===== src/core/accel_readout_pkg.sv =====
// Constants shared by the sample readout register block.
// Assumes a classic Wishbone slave with 32-bit data and byte addresses.
package accel_readout_pkg;

  // ------------------------------------------------------------
  // Register map: byte addresses are four times the index
  // ------------------------------------------------------------
  localparam logic [7:0] idx_sample_status = 8'h00; // Status or FIFO status
  localparam logic [7:0] idx_x_sample_high = 8'h01; // First output byte
  localparam logic [7:0] idx_z_sample_low = 8'h06; // Last output byte
  localparam logic [7:0] idx_fifo_setup = 8'h09; // Mode field bits 7:6
  localparam logic [7:0] idx_control_one = 8'h2a; // Fast-read bit 1
  localparam logic [7:0] idx_data_port = 8'h40; // Byte read with auto-increment
  localparam logic [7:0] idx_irq_status = 8'h41; // Sticky events, write one to clear
  localparam logic [7:0] idx_irq_mask = 8'h42; // Interrupt enables
  localparam logic [7:0] idx_port_addr = 8'h43; // Auto-increment pointer
  localparam logic [7:0] idx_fifo_word = 8'h44; // Word at the FIFO read pointer

  // ------------------------------------------------------------
  // Field positions and values
  // ------------------------------------------------------------
  localparam int fast_read_bit = 1;
  localparam int fifo_mode_lsb = 6;
  localparam logic [1:0] fifo_mode_off = 2'h0; // Reset value, FIFO disabled
  localparam logic [7:0] reset_byte = 8'h00;
  localparam int irq_ready_bit = 0; // Event: new sample set
  localparam int irq_overwrite_bit = 1; // Event: sample overwritten
  localparam int irq_width = 2;

endpackage


===== src/core/accel_sample_readout_regs.sv =====
// Sample output registers of a three-axis accelerometer, reached over Wishbone.
// Assumes samples arrive as one-cycle strobes in the sys_clk domain.
//
// How it works
// - Mode zero: address 0 gives sample flags
// - Mode nonzero: address 0 gives FIFO status
// - Fast-read skips low bytes in auto-increment
// - Otherwise bytes run X,Y,Z high then low
// - Samples are 12-bit two's complement values
// - Status byte: overwrite flags high, ready low
// - Combined overwrite set on loss, cleared by highs
// - Axis overwrite set on loss, cleared by high
// - Combined ready set on sample, cleared by highs
// - Axis ready set on sample, cleared by high
// - Output bytes sit at addresses 1 to 6
// - Low byte valid only right after high
// - High read latches matching low byte
// - FIFO on: address 1 gives FIFO word
// - FIFO on: addresses 2 to 6 read zero
// - Mode field resets to zero, disabled
`timescale 1ns/1ns
module accel_sample_readout_regs #(
  parameter int sample_width = 12 // Bits per axis sample
) (
  // Clock and reset
  input wire logic sys_clk,
  input wire logic reset,
  // Wishbone slave
  input wire logic wb_cyc_i,
  input wire logic wb_stb_i,
  input wire logic wb_we_i,
  input wire logic [9:0] wb_adr_i,
  input wire logic [3:0] wb_sel_i,
  input wire logic [31:0] wb_dat_i,
  output logic [31:0] wb_dat_o,
  output logic wb_ack_o,
  // Sample source
  input wire logic [2:0] sample_valid,
  input wire logic [sample_width-1:0] x_sample,
  input wire logic [sample_width-1:0] y_sample,
  input wire logic [sample_width-1:0] z_sample,
  // FIFO side
  input wire logic [7:0] fifo_status_byte,
  input wire logic [7:0] fifo_read_byte,
  // Interrupt
  output logic irq
);

  // ------------------------------------------------------------
  // State
  // ------------------------------------------------------------
  typedef struct packed {
    logic [2:0][sample_width-1:0] sample; // Live samples, X at index 0
    logic [2:0] ready; // Per-axis ready flags
    logic [2:0] overwrite; // Per-axis overwrite flags
    logic any_ready; // Combined ready flag
    logic any_overwrite; // Combined overwrite flag
    logic [3:0] held_low; // Low nibble caught at a high read
    logic [7:0] last_read; // Index of the previous byte read
    logic [7:0] port_addr; // Auto-increment pointer
    logic [7:0] fifo_setup; // Mode and watermark
    logic [7:0] control_one; // Fast-read and others
    logic [1:0] irq_status; // Sticky events
    logic [1:0] irq_mask; // Event enables
    logic [31:0] dat; // Read data
    logic ack; // Bus answer
    logic irq; // Interrupt level
  } state_s;

  state_s st;
  state_s next_st;

  // Request decode
  logic req;
  logic [7:0] idx;
  logic fifo_on;
  logic fast_read;
  logic [2:0] high_read;
  logic [7:0] rd_byte;
  logic rd_valid;
  logic [7:0] rd_idx;
  logic [7:0] status_byte;

  assign req = wb_cyc_i && wb_stb_i && !st.ack;
  assign idx = wb_adr_i[9:2];
  assign fifo_on = st.fifo_setup[accel_readout_pkg::fifo_mode_lsb +: 2] != accel_readout_pkg::fifo_mode_off;
  assign fast_read = st.control_one[accel_readout_pkg::fast_read_bit];
  assign status_byte = {st.any_overwrite, st.overwrite[2], st.overwrite[1], st.overwrite[0],
                        st.any_ready, st.ready[2], st.ready[1], st.ready[0]};

  // ------------------------------------------------------------
  // Output byte mux, shared by direct reads and the data port
  // ------------------------------------------------------------
  always_comb begin
    rd_valid = req && !wb_we_i &&
               ((idx <= accel_readout_pkg::idx_z_sample_low) || (idx == accel_readout_pkg::idx_data_port));
    // Data port reads use the pointer as address
    rd_idx = (idx == accel_readout_pkg::idx_data_port) ? st.port_addr : idx;
    rd_byte = accel_readout_pkg::reset_byte;
    high_read = 3'b000;
    if (rd_idx == accel_readout_pkg::idx_sample_status) begin
      // Status view follows the FIFO mode
      rd_byte = fifo_on ? fifo_status_byte : status_byte;
    end else if (fifo_on) begin
      // Only address 1 carries data while the FIFO runs
      rd_byte = (rd_idx == accel_readout_pkg::idx_x_sample_high) ? fifo_read_byte : 8'h00;
    end else if (rd_idx <= accel_readout_pkg::idx_z_sample_low) begin
      if (rd_idx[0]) begin
        // Odd index: high byte, bits 11:4
        rd_byte = st.sample[rd_idx[2:1]][sample_width-1 -: 8];
        high_read[rd_idx[2:1]] = rd_valid;
      end else if (st.last_read == rd_idx - 8'h01) begin
        // Low byte only right after its own high byte
        rd_byte = {st.held_low, 4'h0};
      end
    end
  end

  // ------------------------------------------------------------
  // Next-state logic
  // ------------------------------------------------------------
  always_comb begin
    next_st = st;
    next_st.ack = req;
    next_st.dat = 32'h0000_0000;
    if (rd_valid) begin
      next_st.last_read = rd_idx;
      if (high_read != 3'b000) begin
        next_st.held_low = st.sample[rd_idx[2:1]][3:0];
      end
      if (idx == accel_readout_pkg::idx_data_port) begin
        // Pointer walk: fast mode jumps high to next high
        if (rd_idx == accel_readout_pkg::idx_z_sample_low ||
            (fast_read && rd_idx == accel_readout_pkg::idx_z_sample_low - 8'h01)) begin
          next_st.port_addr = accel_readout_pkg::idx_sample_status;
        end else if (fast_read && rd_idx != accel_readout_pkg::idx_sample_status) begin
          next_st.port_addr = st.port_addr + 8'h02;
        end else begin
          next_st.port_addr = st.port_addr + 8'h01;
        end
      end
    end else if (req && !wb_we_i) begin
      next_st.last_read = 8'hff;
    end
    // Register reads
    if (req && !wb_we_i) begin
      case (idx)
        accel_readout_pkg::idx_fifo_setup: next_st.dat = {24'h0, st.fifo_setup};
        accel_readout_pkg::idx_control_one: next_st.dat = {24'h0, st.control_one};
        accel_readout_pkg::idx_irq_status: next_st.dat = {30'h0, st.irq_status};
        accel_readout_pkg::idx_irq_mask: next_st.dat = {30'h0, st.irq_mask};
        accel_readout_pkg::idx_port_addr: next_st.dat = {24'h0, st.port_addr};
        accel_readout_pkg::idx_fifo_word: next_st.dat = {24'h0, fifo_read_byte};
        default: next_st.dat = rd_valid ? {24'h0, rd_byte} : 32'h0000_0000;
      endcase
    end
    // Register writes, low byte lane only
    if (req && wb_we_i && wb_sel_i[0]) begin
      case (idx)
        accel_readout_pkg::idx_fifo_setup: next_st.fifo_setup = wb_dat_i[7:0];
        accel_readout_pkg::idx_control_one: next_st.control_one = wb_dat_i[7:0];
        accel_readout_pkg::idx_irq_status: next_st.irq_status = st.irq_status & ~wb_dat_i[1:0];
        accel_readout_pkg::idx_irq_mask: next_st.irq_mask = wb_dat_i[1:0];
        accel_readout_pkg::idx_port_addr: next_st.port_addr = wb_dat_i[7:0];
        default: next_st.fifo_setup = st.fifo_setup;
      endcase
    end
    // Flag clears by high-byte reads
    next_st.ready = st.ready & ~high_read;
    next_st.overwrite = st.overwrite & ~high_read;
    if (high_read != 3'b000) begin
      next_st.any_ready = 1'b0;
      next_st.any_overwrite = 1'b0;
    end
    // New samples: set wins over clear
    for (int a = 0; a < 3; a++) begin
      if (sample_valid[a]) begin
        next_st.ready[a] = 1'b1;
        if (st.ready[a] && !high_read[a]) begin
          next_st.overwrite[a] = 1'b1;
          next_st.any_overwrite = 1'b1;
        end
      end
    end
    next_st.sample[0] = sample_valid[0] ? x_sample : st.sample[0];
    next_st.sample[1] = sample_valid[1] ? y_sample : st.sample[1];
    next_st.sample[2] = sample_valid[2] ? z_sample : st.sample[2];
    if (sample_valid != 3'b000) begin
      next_st.any_ready = 1'b1;
      next_st.irq_status[accel_readout_pkg::irq_ready_bit] = 1'b1;
    end
    if (next_st.any_overwrite && !st.any_overwrite) begin
      next_st.irq_status[accel_readout_pkg::irq_overwrite_bit] = 1'b1;
    end
    next_st.irq = |(next_st.irq_status & next_st.irq_mask);
  end

  // ------------------------------------------------------------
  // State register
  // ------------------------------------------------------------
  always_ff @(posedge sys_clk or posedge reset) begin
    if (reset) begin
      st <= '0;
      st.last_read <= 8'hff;
    end else begin
      st <= next_st;
    end
  end

  assign wb_dat_o = st.dat;
  assign wb_ack_o = st.ack;
  assign irq = st.irq;
endmodule


===== config.mk =====
export PLATFORM = sky130hd
export DESIGN_NAME = accel_sample_readout_regs
export DESIGN_NICKNAME = d
export VERILOG_FILES = /design/src/core/accel_readout_pkg.sv /design/src/core/accel_sample_readout_regs.sv
export SDC_FILE = /design/constraint.sdc
export NUM_CORES = 1
export LEC_CHECK = 0
export ABC_AREA = 1
export BUFFER_PORTS_ARGS = -buffer_cell sky130_fd_sc_hd__buf_2
export CAP_MARGIN = 20
export CORE_MARGIN = 2
export CORE_UTILIZATION = 49
export DETAILED_ROUTE_END_ITERATION = 10
export MAX_ROUTING_LAYER = met4
export PLACE_DENSITY = 0.77
export SYNTH_ARGS = -nofsm -noshare
export SYNTH_HDL_FRONTEND = slang
export SYNTH_SLANG_ARGS = --single-unit

===== constraint.sdc =====
create_clock -name sys_clk -period 2.48 [get_ports sys_clk]
set_input_delay 0.248 -clock sys_clk [delete_from_list [all_inputs] [get_ports sys_clk]]
set_output_delay 0.248 -clock sys_clk [all_outputs]
set_load 0.02 [all_outputs]

==> impl_metrics.tcl, run 1 <==
set metrics [dict create \
    syn_avg_cell_area_sq_um 7.51 \
    post_cts_resized 0 \
    place.gp.congestion 1.00 \
    skew_ns 0.00503 \
    place_worst_setup_slack_ns -0.0294 \
    r2r_slack_ns 0.29 \
    finalCritPeriodShare_pct 88.4 \
    io_pins 140 \
    antenna_found_initial 0 \
    grt_pass1_vias 5027 \
    drive_above_1_share_pct 22.9 \
    hpwl_um 11600 \
    yosysTopAreaCellShare_pct 37.6 \
    post-cts-setup-buffer-count 0 \
    grt_overflow_total 0 \
    start_util_pct 50.1 \
    final_common_cell "nand2_1" \
    synth.distinct_cells 48 \
    grt_pass1_wl_um 24800 \
    track_usage_pct 25.8 \
    hold_slack_ns 0.0357 \
    fin_nets 981 \
    finalHoldViolations 0 \
    numCtsBuffers 9 \
    cts_root_buf "clkbuf_16" \
    die_w_um 112 \
    routed_wl_um 15200 \
    most-common-layout-cells "nand2_1, dfrtp_1, buf_2, inv_1, o21ai_0" \
    synth_area_sq_um 5730 \
    insertion_delay_ns 0.36 \
    rows 39 \
    outcome "complete, no violations" \
    setup_tns_ns 0 \
    setup_viol 0 \
    min_path_type "input pin to asynchronous set/reset pin" \
    cts_tree "yes" \
    async_reset_ff_share_pct 100 \
    yosysTopAreaCell "dfrtp_1" \
    clock_sinks 94 \
    max-cap-violations 0 \
    power.leakage_nw 3.44 \
    first_iter_violations 503 \
    rsz0062_at_grt "no" \
    synth_area_leaders "dfrtp_1, nand2_1, o21ai_0, inv_1, buf_4" \
    die_y_um 112 \
    cts_max_level 3 \
    ys_seq_elements 94 \
    ir_worst_vdd_v 0.000474 \
    clk_pin_slew_ns 0.06 \
    synth_edf_count 0 \
    cts.path.max_buffers 2 \
    critPathMaxFanout 4 \
    wire_per_inst_um 14.9 \
    worst_slew_pin_slew_ns 0.807 \
    drt_first_pass_iters 5 \
    hold_buffers 0 \
    cp_data_arrival_time_ns 2.45 \
    power.total_w 0.00365 \
    grt_max_degree 41 \
    drv_slew 0 \
    design.core.area_sq_um 11400 \
    fmax_mhz 456 \
    seq_area_frac_synth_pct 41.3 \
    synth_ff_type "dfrtp_1" \
    via_per_inst 5.24 \
    fin_crit_ns 2.19 \
    end_kind "register" \
    power_density_nw_per_um2 543 \
    area_growth_pct 17.3 \
    die-area_sq_um 12600 \
    utilization_pct 58.8 \
    drtAntennaViolNets 0 \
    critPathKind "register to register" \
    startpoint_type "register" \
    slew_headroom_pct 46.1 \
    insertedDiodeCount 0 \
    crit_required_ns 2.74 \
    drc 0 \
    ys_warn_count 0 \
    netlist_instances 762 \
    io_buffers 86 \
    vias 5338 \
    fin_ws_ns 0.288 \
]
area by class of cell:
class / instances / area, sq um
fill: 1093 / 4700
multi-input combinational: 550 / 2760
sequential: 94 / 2360
timing repair buffer: 127 / 751
inverter: 88 / 343
clock buffer: 11 / 243
tap: 143 / 179
clock inverter: 5 / 81.3
cell usage after synthesis, types with 6 or more instances:
cell type  number
nand2_1       207
dfrtp_1        86
inv_1          83
o21ai_0        74
nor2_1         58
nand3_1        41
buf_4          32
a21oi_1        31
nand2_2        15
clkbuf_1       14
a31oi_1        13
a22oi_1        12
dfstp_2         8
a221oi_1        6
nand2_4         6
nor3_1          6
power breakdown:
group | total, W | switching (W) | internal [W]
Sequential | 0.00164 | 0.0000387 | 0.00161
Clock | 0.00152 | 0.000607 | 0.000913
Combinational | 0.000480 | 0.000317 | 0.000163
per-layer routing:
metal,GRT usage (%),share of wire [%]
met3,4.37,6.3
met4,11.1,3.3
met1,33.5,44
met5,-,0
met2,40.1,47
registers in the layout, indices dropped and copies added (netlist names):
signal,cells
st,83
wb_dat_o,8
fast_read,1
irq,1
wb_ack_o,1
kinds of logic after synthesis:
group           Yosys count  synth area share, %
flops                    94                 41.3
buf+inv                 141                 12.1
xor+xnor                  3                0.459
simple gates            353                 27.4
fa+ha+maj                 5                 1.09
other cells               1               0.0655
mux                       5                0.874
compound gates          160                 16.7
path summary, 6_finish.rpt:
check / startpoint / endpoint / cells after the start
setup reg to reg: st[54] / wb_dat_o[4] / 16
min in group sys_clk: z_sample[6] / st[112] / 3
hold / removal: reset / st[94] / 2
max in group asynchronous: reset / st[37] / 3
setup / recovery: st[54] / wb_dat_o[4] / 16
hold reg to reg: wb_ack_o / wb_ack_o / 1
per-stage QoR:
stage | cells | area (sq um)
floorplan | 785 | 5820
global placement | 1002 | 6390
detailed placement | 1002 | 6390
CTS | 1018 | 6710
global route | 1018 | 6720
finish | 1018 | 6720
critical path: stages, from the launching register on:
cell	delay [ns]
dfrtp_1	0.43
nand2_4	0.10
nand2_4	0.06
inv_6	0.05
ha_1	0.14
nand3_1	0.14
nor2_2	0.23
nand3_1	0.10
nand2_1	0.08
nand2_1	0.07
nor2_2	0.17
nand3_1	0.10
nand2_1	0.07
nand2_1	0.06
nand2_1	0.06
nand2_1	0.05
a21oi_1	0.19
Note: power is estimated with default switching activity, not from simulation.
==> run 2: changes to the inputs <==
--- a/config.mk
+++ b/config.mk
@@ -8,7 +8,7 @@
 export ABC_AREA = 1
 export BUFFER_PORTS_ARGS = -buffer_cell sky130_fd_sc_hd__buf_2
 export CAP_MARGIN = 20
-export CORE_MARGIN = 2
+export CORE_MARGIN = 5
 export CORE_UTILIZATION = 49
 export DETAILED_ROUTE_END_ITERATION = 10
 export MAX_ROUTING_LAYER = met4
==> constraint.sdc (replaced) <==
create_clock -name sys_clk -period 2.48 [get_ports sys_clk]
set_input_delay 0.248 -clock sys_clk [delete_from_list [all_inputs] [get_ports sys_clk]]
set_output_delay 0.248 -clock sys_clk [all_outputs]
set_load 0.01 [all_outputs]
==> impl_metrics.tcl, run 2 (synthesized netlist as in run 1, its figures left out) <==
set metrics [dict create \
    r2r_slack_ns 0.25 \
    via_per_inst 5.19 \
    grt_max_degree 95 \
    rr_endpoint "st[60]" \
    fin_ws_ns 0.246 \
    setup_tns_ns 0 \
    slew_headroom_pct 66.2 \
    outcome "complete, no violations" \
    utilization_pct 58.0 \
    grt_overflow_total 0 \
    insertion_delay_ns 0.36 \
    rsz0062_at_grt "no" \
    place_worst_setup_slack_ns 0.0209 \
    r2r-start "st[54]" \
    cts.path.max_buffers 2 \
    cp_common_cell "nand2_1" \
    rows 39 \
    critPathKind "register to register" \
    crit_family "simple AND/OR/NAND/NOR gates" \
    insertedDiodeCount 0 \
    cp_data_arrival_time_ns 2.47 \
    post_cts_resized 0 \
    fin_crit_ns 2.23 \
    design.core.area_sq_um 11400 \
    antenna_found_initial 0 \
    n_fill_cell 1103 \
    largest-register "st" \
    wire_per_inst_um 15.1 \
    vias 5248 \
    finalHoldViolations 0 \
    critPathMaxFanout 5 \
    most-common-layout-cells "nand2_1, dfrtp_1, buf_2, inv_1, o21ai_0" \
    grt_pass1_wl_um 25100 \
    first_iter_violations 440 \
    worst_slew_pin_slew_ns 0.507 \
    drv_slew 0 \
    cts_root_buf "clkbuf_16" \
    skew_ns 0.00931 \
    r2r_cells 15 \
    grtUsageMet3_pct 6.82 \
    die-area_sq_um 13900 \
    ir_worst_vdd_v 0.000535 \
    fin_nets 977 \
    startpoint_type "register" \
    area_growth_pct 15.8 \
    min_path_type "input pin to asynchronous set/reset pin" \
    use_met1_pct 28.2 \
    end_kind "register" \
    power.leakage_nw 3.41 \
    crit_required_ns 2.72 \
    power_density_nw_per_um2 515 \
    cts_max_level 3 \
    final_common_cell "nand2_1" \
    place.gp.congestion 0.930 \
    grt_pass1_vias 5049 \
    start_util_pct 50.1 \
    track_usage_pct 22.9 \
    io_pins 140 \
    die_w_um 118 \
    globalRouteMet2Util_pct 35.2 \
    drt_first_pass_iters 5 \
    clk_pin_slew_ns 0.07 \
    path_cells "nand2_4 > nand2_4 > inv_6 > ha_1 > nand3_1 > nor2_1 > nand2_2 > nand2_2 > inv_1 > nand2_1 > nand2_1 > nand3_1 > nand2_1 > a31oi_1 > nor2_1" \
    hpwl_um 11800 \
    cts_tree "yes" \
    post-cts-setup-buffer-count 0 \
    finalCritPeriodShare_pct 90.1 \
    power.total_w 0.00341 \
    fmax_mhz 448 \
    drtAntennaViolNets 0 \
    drc 0 \
    crit_path_top_delay_cell "dfrtp_1" \
    largest_register_ffs 83 \
    crit_buf_inv 2 \
    io_buffers 86 \
    drive_above_1_share_pct 22.2 \
    max-cap-violations 0 \
    setup_viol 0 \
    critPathMaxStageDelay_ns 0.43 \
    routed_wl_um 15300 \
    numCtsBuffers 9 \
    die_y_um 118 \
    top_usage_layer "met2" \
    clock_sinks 94 \
    hold_buffers 0 \
]
-- run 2: cell type report --
class,count,area (sq um),share of cell area [%]
Clock buffer,11,253,3.81
Clock inverter,3,18.8,0.283
Inverter,88,339,5.12
Multi-Input combinational cell,550,2760,41.6
Sequential cell,94,2360,35.6
Tap cell,143,179,2.70
Timing Repair Buffer,123,721,10.9
-- run 2: through the flow --
step           cell area, sq um  instances  hold slack [ns]
3_5_place_dp               6360        998            0.427
6_report                   6630       1012           0.0322
3_3_place_gp               6360        998            0.426
4_1_cts                    6630       1012           0.0464
5_1_grt                    6630       1012           0.0770
2_1_floorplan              5820        785            0.360
-- run 2: worst max-delay path by stage --
stage,cells after the start,to,slack (ns),start
floorplan,22,irq,0.007,wb_adr_i[3]
global placement,19,wb_dat_o[4],0.04,wb_adr_i[5]
detailed placement,19,wb_dat_o[4],0.02,wb_adr_i[7]
CTS,16,wb_dat_o[4],0.26,st[54]
global route,16,wb_dat_o[6],0.04,st[54]
finish,15,st[60],0.25,st[54]
-- run 2: power by group --
part	switching, W	internal, W	leakage, nW	total (W)
sequential	0.0000379	0.00161	1.13	0.00164
clock	0.000585	0.000723	0.138	0.00131
combinational	0.000298	0.000160	2.14	0.000458
total	0.000921	0.00249	3.41	0.00341
-- run 2: worst register-to-register path, stage by stage, from the launching register on --
cell and delay (ns):
dfrtp_1 0.43, nand2_4 0.10, nand2_4 0.06, inv_6 0.05
ha_1 0.14, nand3_1 0.11, nor2_1 0.29, nand2_2 0.18
nand2_2 0.15, inv_1 0.07, nand2_1 0.09, nand2_1 0.11
nand3_1 0.09, nand2_1 0.05, a31oi_1 0.13, nor2_1 0.05
-- run 2: metal layers --
metal  up-vias  wire (um)
li1       2632          -
met1      2386       6430
met2       187       7130
met3        43       1140
met4         0        558
met5         -          0
